--- config.mk ---
export PLATFORM = sky130hd
export DESIGN_NAME = packet_descriptor_queue_dma
export DESIGN_NICKNAME = d
export VERILOG_FILES = /design/src/rtl/dq_pkg.sv /design/src/rtl/packet_descriptor_queue_dma.sv
export SDC_FILE = /design/constraint.sdc
export NUM_CORES = 2
export LEC_CHECK = 0
export BUFFER_PORTS_ARGS = -buffer_cell sky130_fd_sc_hd__buf_2
export CAP_MARGIN = 10
export CORE_UTILIZATION = 45
export DETAILED_ROUTE_END_ITERATION = 7
export SYNTH_ARGS = -nofsm -noshare
export SYNTH_HDL_FRONTEND = slang
export SYNTH_SLANG_ARGS = --single-unit
--- constraint.sdc ---
create_clock -name pclk -period 8.5 [get_ports pclk]
set_input_delay 1.275 -clock pclk [delete_from_list [all_inputs] [get_ports pclk]]
set_output_delay 1.275 -clock pclk [all_outputs]
set_load 0.02 [all_outputs]
--- src/rtl/dq_pkg.sv ---
// Purpose: Constants and carriers for the descriptor queue engine
// Assumes: 32-bit APB, 32-bit descriptor memory port
// Notes:   Tx channels take indices 0..7, rx channels 8..15
package dq_pkg;
    localparam int          NCH_DIR      = 8;
    localparam int          NCH          = 2 * NCH_DIR;
    // Register byte offsets
    localparam logic [11:0] TX_HEAD_BASE = 12'h000;
    localparam logic [11:0] RX_HEAD_BASE = 12'h020;
    localparam logic [11:0] STATUS_OFF   = 12'h040;
    localparam logic [11:0] MASK_OFF     = 12'h044;
    localparam logic [11:0] BUSY_OFF     = 12'h048;
    // Descriptor word byte offsets
    localparam logic [31:0] W3_OFF       = 32'h0000_000C;
    localparam logic [31:0] WORD_BYTES   = 32'h0000_0004;
    // Word 2 and word 3 field positions
    localparam int          OFFSET_LSB   = 16;
    localparam int          LEN_MSB      = 15;
    localparam int          SOP_BIT      = 31;
    localparam int          EOP_BIT      = 30;
    localparam int          OWN_BIT      = 29;
    localparam int          EOQ_BIT      = 28;
    // Interrupt status bits
    localparam int          ST_PKT       = 0;
    localparam int          ST_EOQ       = 1;
    localparam int          ST_OWNERR    = 2;
    localparam int          ST_W         = 3;
    localparam logic [ST_W-1:0] MASK_RST = 3'h0;

    typedef struct packed {
        logic        req;
        logic        we;
        logic [31:0] addr;
        logic [31:0] wdata;
    } mem_req_t;

    typedef struct packed {
        logic        ack;
        logic [31:0] rdata;
    } mem_rsp_t;

    typedef struct packed {
        logic        valid;
        logic [3:0]  chan;
        logic        rx;
        logic [31:0] addr;
        logic [15:0] len;
        logic        sop;
        logic        eop;
        logic [15:0] pkt_len;
    } buf_t;
endpackage

--- src/rtl/packet_descriptor_queue_dma.sv ---
// Purpose: Walks linked descriptor lists for 8 tx and 8 rx channels
// Assumes: Memory slave acks each mem request, which the engine holds until the ack
// Notes:   One engine shared by all channels, fixed priority
//
// Notes on behaviour
// - Descriptor is four words, fixed field layout
// - Start flag marks first or only buffer
// - End flag marks last or only buffer
// - Data address is buffer pointer plus offset; rx uses the buffer pointer alone
// - Length counts data, or empty rx capacity
// - Packet length valid only in data starts
// - Eight tx, eight rx head pointer registers
// - Ownership flag on start descriptors only
// - Clear ownership in start descriptor after packet
// - Head pointer write starts channel processing
// - Zero next pointer is only list end; an ownership error on a start descriptor also stops the list
// - Set end-of-queue on last with zero next
// - Same handling for tx and rx lists
//
// The register offsets and the APB interface to the registers were chosen for this implementation.
`timescale 1ns/1ps
module packet_descriptor_queue_dma
    import dq_pkg::*;
(
    // Clock and reset
    input  wire logic             pclk,
    input  wire logic             presetn,
    // APB slave
    input  wire logic             psel,
    input  wire logic             penable,
    input  wire logic             pwrite,
    input  wire logic [11:0]      paddr,
    input  wire logic [31:0]      pwdata,
    output logic [31:0]           prdata,
    output logic                  pready,
    output logic                  pslverr,
    // Descriptor memory port
    output dq_pkg::mem_req_t      mem_o,
    input  wire dq_pkg::mem_rsp_t mem_i,
    // Buffer handoff to the MAC side
    output dq_pkg::buf_t          buf_o,
    input  wire logic             buf_ready,
    // Interrupt
    output logic                  irq
);
    import dq_pkg::*;

    typedef enum {S_IDLE, S_FETCH, S_CHECK, S_XFER, S_WEOQ, S_WOWN, S_NEXT} state_t;

    // ----------------------------------------
    // Register file
    // ----------------------------------------
    logic [31:0]     head [NCH];
    logic [31:0]     next_head [NCH];
    logic [ST_W-1:0] status, next_status, mask, next_mask;
    logic            wr_en, rd_hit_head;
    logic [3:0]      reg_idx;
    logic [NCH-1:0]  busy;
    logic [ST_W-1:0] ev;

    assign wr_en       = psel && penable && pwrite;
    assign reg_idx     = paddr[5:2];
    assign rd_hit_head = (paddr[11:6] == 6'h00) && (paddr[1:0] == 2'h0);
    assign pready      = 1'b1;
    assign irq         = |(status & mask);

    always_comb begin
        prdata  = 32'h0000_0000;
        pslverr = 1'b0;
        if (rd_hit_head) begin
            prdata = head[reg_idx];
        end else if (paddr == STATUS_OFF) begin
            prdata = {29'h0, status};
        end else if (paddr == MASK_OFF) begin
            prdata = {29'h0, mask};
        end else if (paddr == BUSY_OFF) begin
            prdata = {16'h0, busy};
        end else begin
            pslverr = psel && penable;
        end
    end

    // ----------------------------------------
    // Engine
    // ----------------------------------------
    state_t      state, next_state;
    logic [3:0]  chan, next_chan;
    logic [1:0]  widx, next_widx;
    logic [31:0] dw [4];
    logic [31:0] next_dw [4];
    logic [31:0] sop_addr, next_sop_addr, sop_w3, next_sop_w3;
    mem_req_t    next_mem;
    buf_t        next_buf;
    logic        pick_ok;
    logic [3:0]  pick;
    logic [31:0] cur;
    logic        same_desc;

    assign cur       = head[chan];
    assign same_desc = (cur == sop_addr);

    always_comb begin
        pick_ok = 1'b0;
        pick    = 4'h0;
        // Lowest index wins; a busy low channel can starve higher ones
        for (int i = NCH - 1; i >= 0; i--) begin
            if (head[i] != 32'h0) begin
                pick_ok = 1'b1;
                pick    = 4'(i);
            end
        end
    end

    for (genvar g = 0; g < NCH; g++) begin : g_busy
        assign busy[g] = (head[g] != 32'h0);
    end

    always_comb begin
        next_state    = state;
        next_chan     = chan;
        next_widx     = widx;
        next_dw       = dw;
        next_sop_addr = sop_addr;
        next_sop_w3   = sop_w3;
        next_mem      = mem_o;
        next_buf      = buf_o;
        ev            = '0;
        for (int i = 0; i < NCH; i++) begin
            next_head[i] = head[i];
            // Writes land only on idle channels; an active list is left alone
            if (wr_en && rd_hit_head && reg_idx == 4'(i) && head[i] == 32'h0) begin
                next_head[i] = pwdata;
            end
        end
        case (state)
            S_IDLE: begin
                if (pick_ok) begin
                    next_chan  = pick;
                    next_widx  = 2'h0;
                    next_state = S_FETCH;
                end
            end
            S_FETCH: begin
                if (!mem_o.req) begin
                    next_mem.req   = 1'b1;
                    next_mem.we    = 1'b0;
                    next_mem.addr  = cur + {28'h0, widx, 2'h0};
                    next_mem.wdata = 32'h0;
                end else if (mem_i.ack) begin
                    next_mem.req  = 1'b0;
                    next_dw[widx] = mem_i.rdata;
                    next_widx     = widx + 2'h1;
                    if (widx == 2'h3) begin
                        next_state = S_CHECK;
                    end
                end
            end
            S_CHECK: begin
                if (dw[3][SOP_BIT]) begin
                    next_sop_addr = cur;
                    next_sop_w3   = dw[3];
                end
                if (dw[3][SOP_BIT] && !dw[3][OWN_BIT]) begin
                    // Not ours: stop the list so software can resubmit
                    ev[ST_OWNERR]   = 1'b1;
                    next_head[chan] = 32'h0;
                    next_state      = S_IDLE;
                end else begin
                    next_buf.valid = 1'b1;
                    next_buf.chan  = chan;
                    next_buf.rx    = chan[3];
                    // Rx buffers are empty, so offset is ignored there
                    next_buf.addr  = chan[3] ? dw[1] :
                                     dw[1] + {16'h0, dw[2][31:OFFSET_LSB]};
                    next_buf.len   = dw[2][LEN_MSB:0];
                    next_buf.sop   = dw[3][SOP_BIT];
                    next_buf.eop   = dw[3][EOP_BIT];
                    next_buf.pkt_len = (dw[3][SOP_BIT] && !chan[3]) ?
                                       dw[3][LEN_MSB:0] : 16'h0;
                    next_state     = S_XFER;
                end
            end
            S_XFER: begin
                if (buf_ready) begin
                    next_buf.valid = 1'b0;
                    if (!dw[3][EOP_BIT]) begin
                        next_state = S_NEXT;
                    end else if (dw[0] == 32'h0 && !same_desc) begin
                        next_state = S_WEOQ;
                    end else begin
                        next_state = S_WOWN;
                    end
                end
            end
            S_WEOQ: begin
                if (!mem_o.req) begin
                    next_mem.req   = 1'b1;
                    next_mem.we    = 1'b1;
                    next_mem.addr  = cur + W3_OFF;
                    next_mem.wdata = dw[3] | (32'h1 << EOQ_BIT);
                end else if (mem_i.ack) begin
                    next_mem.req = 1'b0;
                    next_state   = S_WOWN;
                end
            end
            S_WOWN: begin
                if (!mem_o.req) begin
                    next_mem.req   = 1'b1;
                    next_mem.we    = 1'b1;
                    next_mem.addr  = sop_addr + W3_OFF;
                    next_mem.wdata = (sop_w3 & ~(32'h1 << OWN_BIT)) |
                                     ((dw[0] == 32'h0 && same_desc) ?
                                      (32'h1 << EOQ_BIT) : 32'h0);
                end else if (mem_i.ack) begin
                    next_mem.req  = 1'b0;
                    ev[ST_PKT]    = 1'b1;
                    ev[ST_EOQ]    = (dw[0] == 32'h0);
                    next_state    = S_NEXT;
                end
            end
            S_NEXT: begin
                // Zero next pointer idles the channel for a new head write
                next_head[chan] = dw[0];
                next_widx       = 2'h0;
                if (dw[0] != 32'h0 && !dw[3][EOP_BIT]) begin
                    next_state = S_FETCH;
                end else begin
                    next_state = S_IDLE;
                end
            end
            default: next_state = S_IDLE;
        endcase
        // Set wins over a same-cycle clear
        next_status = status;
        next_mask   = mask;
        if (wr_en && paddr == STATUS_OFF) begin
            next_status = status & ~pwdata[ST_W-1:0];
        end
        if (wr_en && paddr == MASK_OFF) begin
            next_mask = pwdata[ST_W-1:0];
        end
        next_status = next_status | ev;
    end

    always_ff @(posedge pclk or negedge presetn) begin
        if (!presetn) begin
            state    <= S_IDLE;
            chan     <= 4'h0;
            widx     <= 2'h0;
            sop_addr <= 32'h0;
            sop_w3   <= 32'h0;
            mem_o    <= '0;
            buf_o    <= '0;
            status   <= '0;
            mask     <= MASK_RST;
            for (int i = 0; i < 4; i++) begin
                dw[i] <= 32'h0;
            end
            for (int i = 0; i < NCH; i++) begin
                head[i] <= 32'h0;
            end
        end else begin
            state    <= next_state;
            chan     <= next_chan;
            widx     <= next_widx;
            sop_addr <= next_sop_addr;
            sop_w3   <= next_sop_w3;
            mem_o    <= next_mem;
            buf_o    <= next_buf;
            status   <= next_status;
            mask     <= next_mask;
            dw       <= next_dw;
            head     <= next_head;
        end
    end
endmodule

-- Word level (Yosys, flattened, before mapping)
Index checks and enable logic that the tools add are counted.
- add/sub/neg operators: 5
- magnitude comparators: 5
- equal/unequal tests: 39
- multiplexer cells: 106
- bitwise gates (word level): 11
- reduce and logical (&&, ||, !) cells: 99
- operators with widths (kind ; number):
    $mux W32 ; 34
    $pmux W512 S2 ; 1
    $logic_not A32 Y1 ; 18
    $reduce_bool A32 Y1 ; 17
    $and A512 B512 Y512 ; 1
    $bwmux W512 ; 1
    $mux W512 ; 1
    $not A512 Y512 ; 1
    $bmux W32 S4 ; 2
    $pmux W32 S7 ; 1
    $pmux W66 S3 ; 1
    $mux W65 ; 3
    $bwmux W128 ; 1
    $demux W32 S4 ; 1
    $eq A32 B3 Y1 const B ; 3
    $mux W72 ; 1
    $add A32 B4 Y32 const B ; 2
    $demux W32 S2 ; 1
    $eq A32 B2 Y1 const B ; 2
    $mux W16 ; 4
    $mux W4 ; 16
    $logic_and A1 B1 Y1 ; 45
    $eq A12 B7 Y1 const B ; 3
    $add A32 B16 Y32 ; 1
    other kinds (38) ; 104
- bits in registers: 886
- input bits: 83
- output and inout port bits: 173

-- Depth between registers and ports, before layout
- depth in word-level cells: 19
- mapped depth: 17
- gate-level depth less buffers: 14

-- Least setup slack after synthesis
OpenSTA, ideal clock, no wires.
- path kind: input -> output
- start point: input paddr[2]
- end point: output prdata[3]
- arrival time: 3.448 ns
- data required time: 7.225 ns
- slack: 3.777 ns
- cell stages on the path: 7
- buffers on the path: 3
- path through: clkbuf_1 clkbuf_1 buf_1 mux4_2 mux4_2 inv_1 o22ai_1
- longest elaborated chain between the ends: 5
- RTL lines (item ; line ; text):
    start, declared ; packet_descriptor_queue_dma.sv:32 ; input wire logic [11:0] paddr,
    $not A4 Y5 (not written as such) / $eq A12 B7 Y1 (equally long branches) ; packet_descriptor_queue_dma.sv:71, packet_descriptor_queue_dma.sv:76 ;
    $bmux W32 S4 / $mux W16 (equally long branches) ; packet_descriptor_queue_dma.sv:71, packet_descriptor_queue_dma.sv:76 ;
    $mux W32 (not written as such) / $mux W16 (equally long branches) ; packet_descriptor_queue_dma.sv:71, packet_descriptor_queue_dma.sv:74 ;
    $mux W32 (not written as such) / $mux W16 (equally long branches) ; packet_descriptor_queue_dma.sv:71, packet_descriptor_queue_dma.sv:72 ;
    $mux W32 (*) ; packet_descriptor_queue_dma.sv:70 ; if (rd_hit_head) begin
    end, declared ; packet_descriptor_queue_dma.sv:34 ; output logic [31:0] prdata,
Every way passes the cells marked *; elsewhere a longest branch is shown, timed or not. The select of a mux whose other input is x is not followed.

-- Worst setup path in the final report
- start point: input paddr[5]
- end point: output prdata[9]
Same word-level chain as after synthesis.

==> out/summary.log <==
qor: outcome.status finished clean
qor: cts.clock_tree.buffer_depth 3
qor: timing.finalCriticalPeriod 5.726 ns
qor: hold_path.hold_path.class flip-flop to flip-flop
qor: power_and_ir_drop.comb_power_share 0.353
qor: power_and_ir_drop.net-switching-power 0.006830 W
qor: route.first_iter_violations 6105
qor: timing.total_of_endpoints_with_negative_setup_slack_in_the_final_report 0
qor: power_and_ir_drop.worst_supply_voltage_drop_on_vdd 0.1966 mV
qor: place.io_buffer_count 254
qor: place.dp_slack 2.951 ns
qor: cts.clock_sink_count 855
qor: worst_setup_path.ff2ff_setup_slack 3.37 ns
qor: synthesis.synth.cells.most_frequent sky130_fd_sc_hd__dfrtp_1 (855), sky130_fd_sc_hd__nand2_1 (745), sky130_fd_sc_hd__a21oi_1 (583), sky130_fd_sc_hd__o21ai_0 (525), sky130_fd_sc_hd__clkbuf_1 (348)
qor: timing.timing.final.ws_setup 2.774 ns
qor: cts.cts.repair.resized 0
qor: power_and_ir_drop.power-per-cell-area 313.5 mW/mm^2
qor: synthesis.yosys_warnings 0
qor: worst_setup_path.critical-path-max-stage-delay 0.77 ns
qor: layout.flow.area_growth_from_synthesis 11.66%
qor: cts.cts.htree.levels 3
qor: synthesis.post_synth_num_cell_types 78
qor: cts.cts_buffers 96
qor: die.dieArea 0.1063 mm^2
qor: worst_setup_path.worst_r2r_start chan[0]
qor: die.design.portCount 256
qor: synthesis.synth_area_leader_cell sky130_fd_sc_hd__dfrtp_1
qor: die.fp.dieH 326.0 um
qor: timing.timing.fmax 174.6 MHz
qor: cts.cts.repair_timing.setup_buffer_count 0
qor: hold_path.worstHoldStart buf_o[7]
qor: synthesis.synthArstFlopShare 1.000
qor: layout.fillerInstances 9387
qor: synthesis.synth.area.top_cells sky130_fd_sc_hd__dfrtp_1 (45%), sky130_fd_sc_hd__mux4_2 (13%), sky130_fd_sc_hd__a21oi_1 (6.2%)
qor: global_route.grt_overflow 0
qor: layout.sequential_cell_area 0.02141 mm^2
qor: worst_setup_path.worstPathCellList buf_2 -> buf_4 -> nor2_1 -> nand3_1 -> or3_1 -> o22ai_1 -> buf_2
qor: timing.setup_tns 0 ns
qor: worst_setup_path.cpMostUsedCell sky130_fd_sc_hd__buf_2
qor: worst_setup_path.wp_data_required 7.22 ns
qor: place.detailed_placement_wirelength_estimate 143800 um
qor: power_and_ir_drop.seq_power_share 0.377
qor: worst_setup_path.reg2regPathDepth 13
qor: worst_setup_path.cp_max_fo 36
qor: worst_setup_path.kind_of_launch_point_of_the_worst_setup_path input pin
qor: synthesis.synth_edf_count 0
qor: cts.holdBufCountCts 0
qor: timing.drv_slew 0
qor: worst_setup_path.rr_endpoint mem_o[59]
qor: worst_setup_path.critical_path_arrival 4.45 ns
qor: worst_setup_path.critical-path-slowest-cell sky130_fd_sc_hd__nor2_1
qor: die.initial_utilization 0.4551
qor: synthesis.cell_with_the_most_instances_after_synthesis sky130_fd_sc_hd__dfrtp_1
qor: synthesis.syn_inst 4651
qor: route.routedWlPerCell 34.12 um
qor: hold_path.holdPathStages 2
qor: synthesis.synth_largest_type_area_fraction 0.4529
qor: power_and_ir_drop.power.share.clock 0.269
qor: worst_setup_path.endpoint_kind primary output
qor: timing.fin_crit_sh 0.6737
qor: timing.timing_worst_slew_pin_value 1.358 ns
qor: synthesis.synth_area_per_cell 10.16 um^2
qor: route.post_drt_via_cell_ratio 6.814
qor: synthesis.synth_fp_nets 4759
qor: hold_path.worstHoldEndpoint buf_o[7]
qor: timing.finClkSkew 0.04485 ns
qor: power_and_ir_drop.swShare 0.4130
qor: synthesis.synth_seq_area_share 0.4529
qor: route.route.vias.total 41780
qor: job.cap_violations 0
qor: global_route.grtUsageTotal 0.3878
qor: cts.cts.clk_slew.worst_paths 0.06 ns
qor: route.first_pass_iters 8
qor: layout.layout-drive-gt1-share 0.2185
qor: global_route.grt_pass1_wl 297500 um
qor: global_route.grt_start_max_net_pins 119
qor: cts.clkLatencyLatePin 0.72 ns
qor: die.core.rowCount 118
qor: power_and_ir_drop.static-leakage-power 19.93 nW
qor: cts.clock_tree.root_cell sky130_fd_sc_hd__clkbuf_16
qor: global_route.first_global_vias 39580
qor: timing.finalHoldViolations 0
qor: timing.slew-limit-headroom 0.08616
qor: route.antenna_violating_nets_post_route 0
qor: route.finalWirelength 209200 um
qor: synthesis.ys_seq_elements 855
qor: cts.cts_tree done
qor: power_and_ir_drop.cell_internal_pwr 0.009708 W
qor: global_route.grt_antenna_before_repair 23
qor: layout.num-nets-final 4768
qor: die.core_area 0.1038 mm^2
qor: layout.combined_area_of_the_multi_input_logic_cells 0.02396 mm^2
qor: timing.grt_setup_unrepaired no
qor: route.route.detailed.drc 0
qor: worst_setup_path.worst-setup-path-type input pin to primary output
qor: synthesis.synth-main-ff-cell sky130_fd_sc_hd__dfrtp_1
qor: synthesis.synth_area 0.04724 mm^2
qor: place.gp_congestion 1.065
qor: die.die_width 326.0 um
-- final cells by class --
cell class                      count  area share
Antenna cell                        9   0.0004270
Clock buffer                      144     0.05465
Clock inverter                     36    0.009417
Inverter                           36    0.002562
Multi-Input combinational cell   3317      0.4542
Sequential cell                   855      0.4059
Tap cell                         1380     0.03274
Timing Repair Buffer              354     0.04014
-- power groups by stage --
stage	combinational [W]	clock [W]	sequential, W
after floorplan	0.00391	0	0.00560
after global placement	0.00559	0	0.00624
after detailed placement	0.00565	0	0.00625
after CTS	0.00566	0.00447	0.00618
after global routing	0.00618	0.00463	0.00630
final	0.00584	0.00445	0.00624
-- cell families after synthesis --
logic type,after synthesis,share of synthesized area
muxes,516,0.1937
adders and majority gates,25,0.006940
and+or+nand+nor,1283,0.1230
xor gates and xnor gates,111,0.02058
DFF,855,0.4529
buffers and inverters,479,0.04312
AOI/OAI and AO/OA,1381,0.1596
other,1,0.00007939
-- worst max path at each step --
stage	endpoint	slack, ns	startpoint
2_1_floorplan	prdata[3]	3.78	paddr[2]
3_3_place_gp	prdata[11]	2.98	paddr[2]
3_5_place_dp	prdata[11]	2.95	paddr[2]
4_1_cts	prdata[11]	2.97	paddr[2]
5_1_grt	prdata[11]	2.82	paddr[2]
6_report	prdata[9]	2.77	paddr[5]
-- flip-flops by register name (all words and copies together) (netlist names) --
signal,count
widx,2
buf_o,71
head,512
chan,4
state,3
dw,128
sop_w3,31
sop_addr,32
mem_o,66
mask,3
status,3
-- per-layer routing --
layer / GRT usage / share of wire / vias to the layer above
met3: 0.1360 / 0.13 / 679
met1: 0.4953 / 0.37 / 20910
met2: 0.5707 / 0.44 / 3038
met4: 0.2239 / 0.068 / 10
met5: 0 / 0.00033 / -
li1: - / - / 17140
-- cells in the final DEF (no fill, tap or decap), types with 10 or more instances in the layout --
master	n
sky130_fd_sc_hd__a22oi_1	32
sky130_fd_sc_hd__o21ai_0	525
sky130_fd_sc_hd__xor2_1	33
sky130_fd_sc_hd__o22ai_1	105
sky130_fd_sc_hd__a31oi_1	15
sky130_fd_sc_hd__o31ai_1	39
sky130_fd_sc_hd__a21o_1	10
sky130_fd_sc_hd__nor2_2	32
sky130_fd_sc_hd__clkbuf_8	31
sky130_fd_sc_hd__nor2b_1	33
sky130_fd_sc_hd__buf_2	251
sky130_fd_sc_hd__clkbuf_16	96
sky130_fd_sc_hd__clkbuf_1	18
sky130_fd_sc_hd__ha_1	23
sky130_fd_sc_hd__nand2b_1	13
sky130_fd_sc_hd__xnor2_1	78
sky130_fd_sc_hd__nor2_1	97
sky130_fd_sc_hd__clkinv_2	16
sky130_fd_sc_hd__and2_1	13
sky130_fd_sc_hd__mux4_1	24
sky130_fd_sc_hd__mux2i_1	41
sky130_fd_sc_hd__mux2_2	182
sky130_fd_sc_hd__nor3_1	16
sky130_fd_sc_hd__buf_4	94
sky130_fd_sc_hd__a21oi_1	583
sky130_fd_sc_hd__and3_1	23
sky130_fd_sc_hd__dfrtp_1	851
sky130_fd_sc_hd__nand2_1	744
sky130_fd_sc_hd__nand4_1	50
sky130_fd_sc_hd__inv_1	36
sky130_fd_sc_hd__nor4_1	157
sky130_fd_sc_hd__nand3_1	50
sky130_fd_sc_hd__mux4_2	268
-- per-stage QoR --
step	power [W]	utilization	instance area [um^2]	instances	hold slack, ns
after floorplan	0.009516	-	47240	4651	0.4331
after detailed placement	0.01190	0.4753	49330	5941	0.4490
final	0.01654	0.5082	52750	6131	0.4575
after global placement	0.01183	0.4753	49330	5941	0.4416
after CTS	0.01632	0.5078	52710	6121	0.4653
after global routing	0.01711	0.5081	52740	6127	0.4767
-- critical path: cells and delay by family --
kind	cells	cell delay (ns)
AND/OR/NAND/NOR	3	1.88
buffers and inverters	3	0.75
AO/OA/AOI/OAI	1	0.50
(Power assumes the default switching activity.)
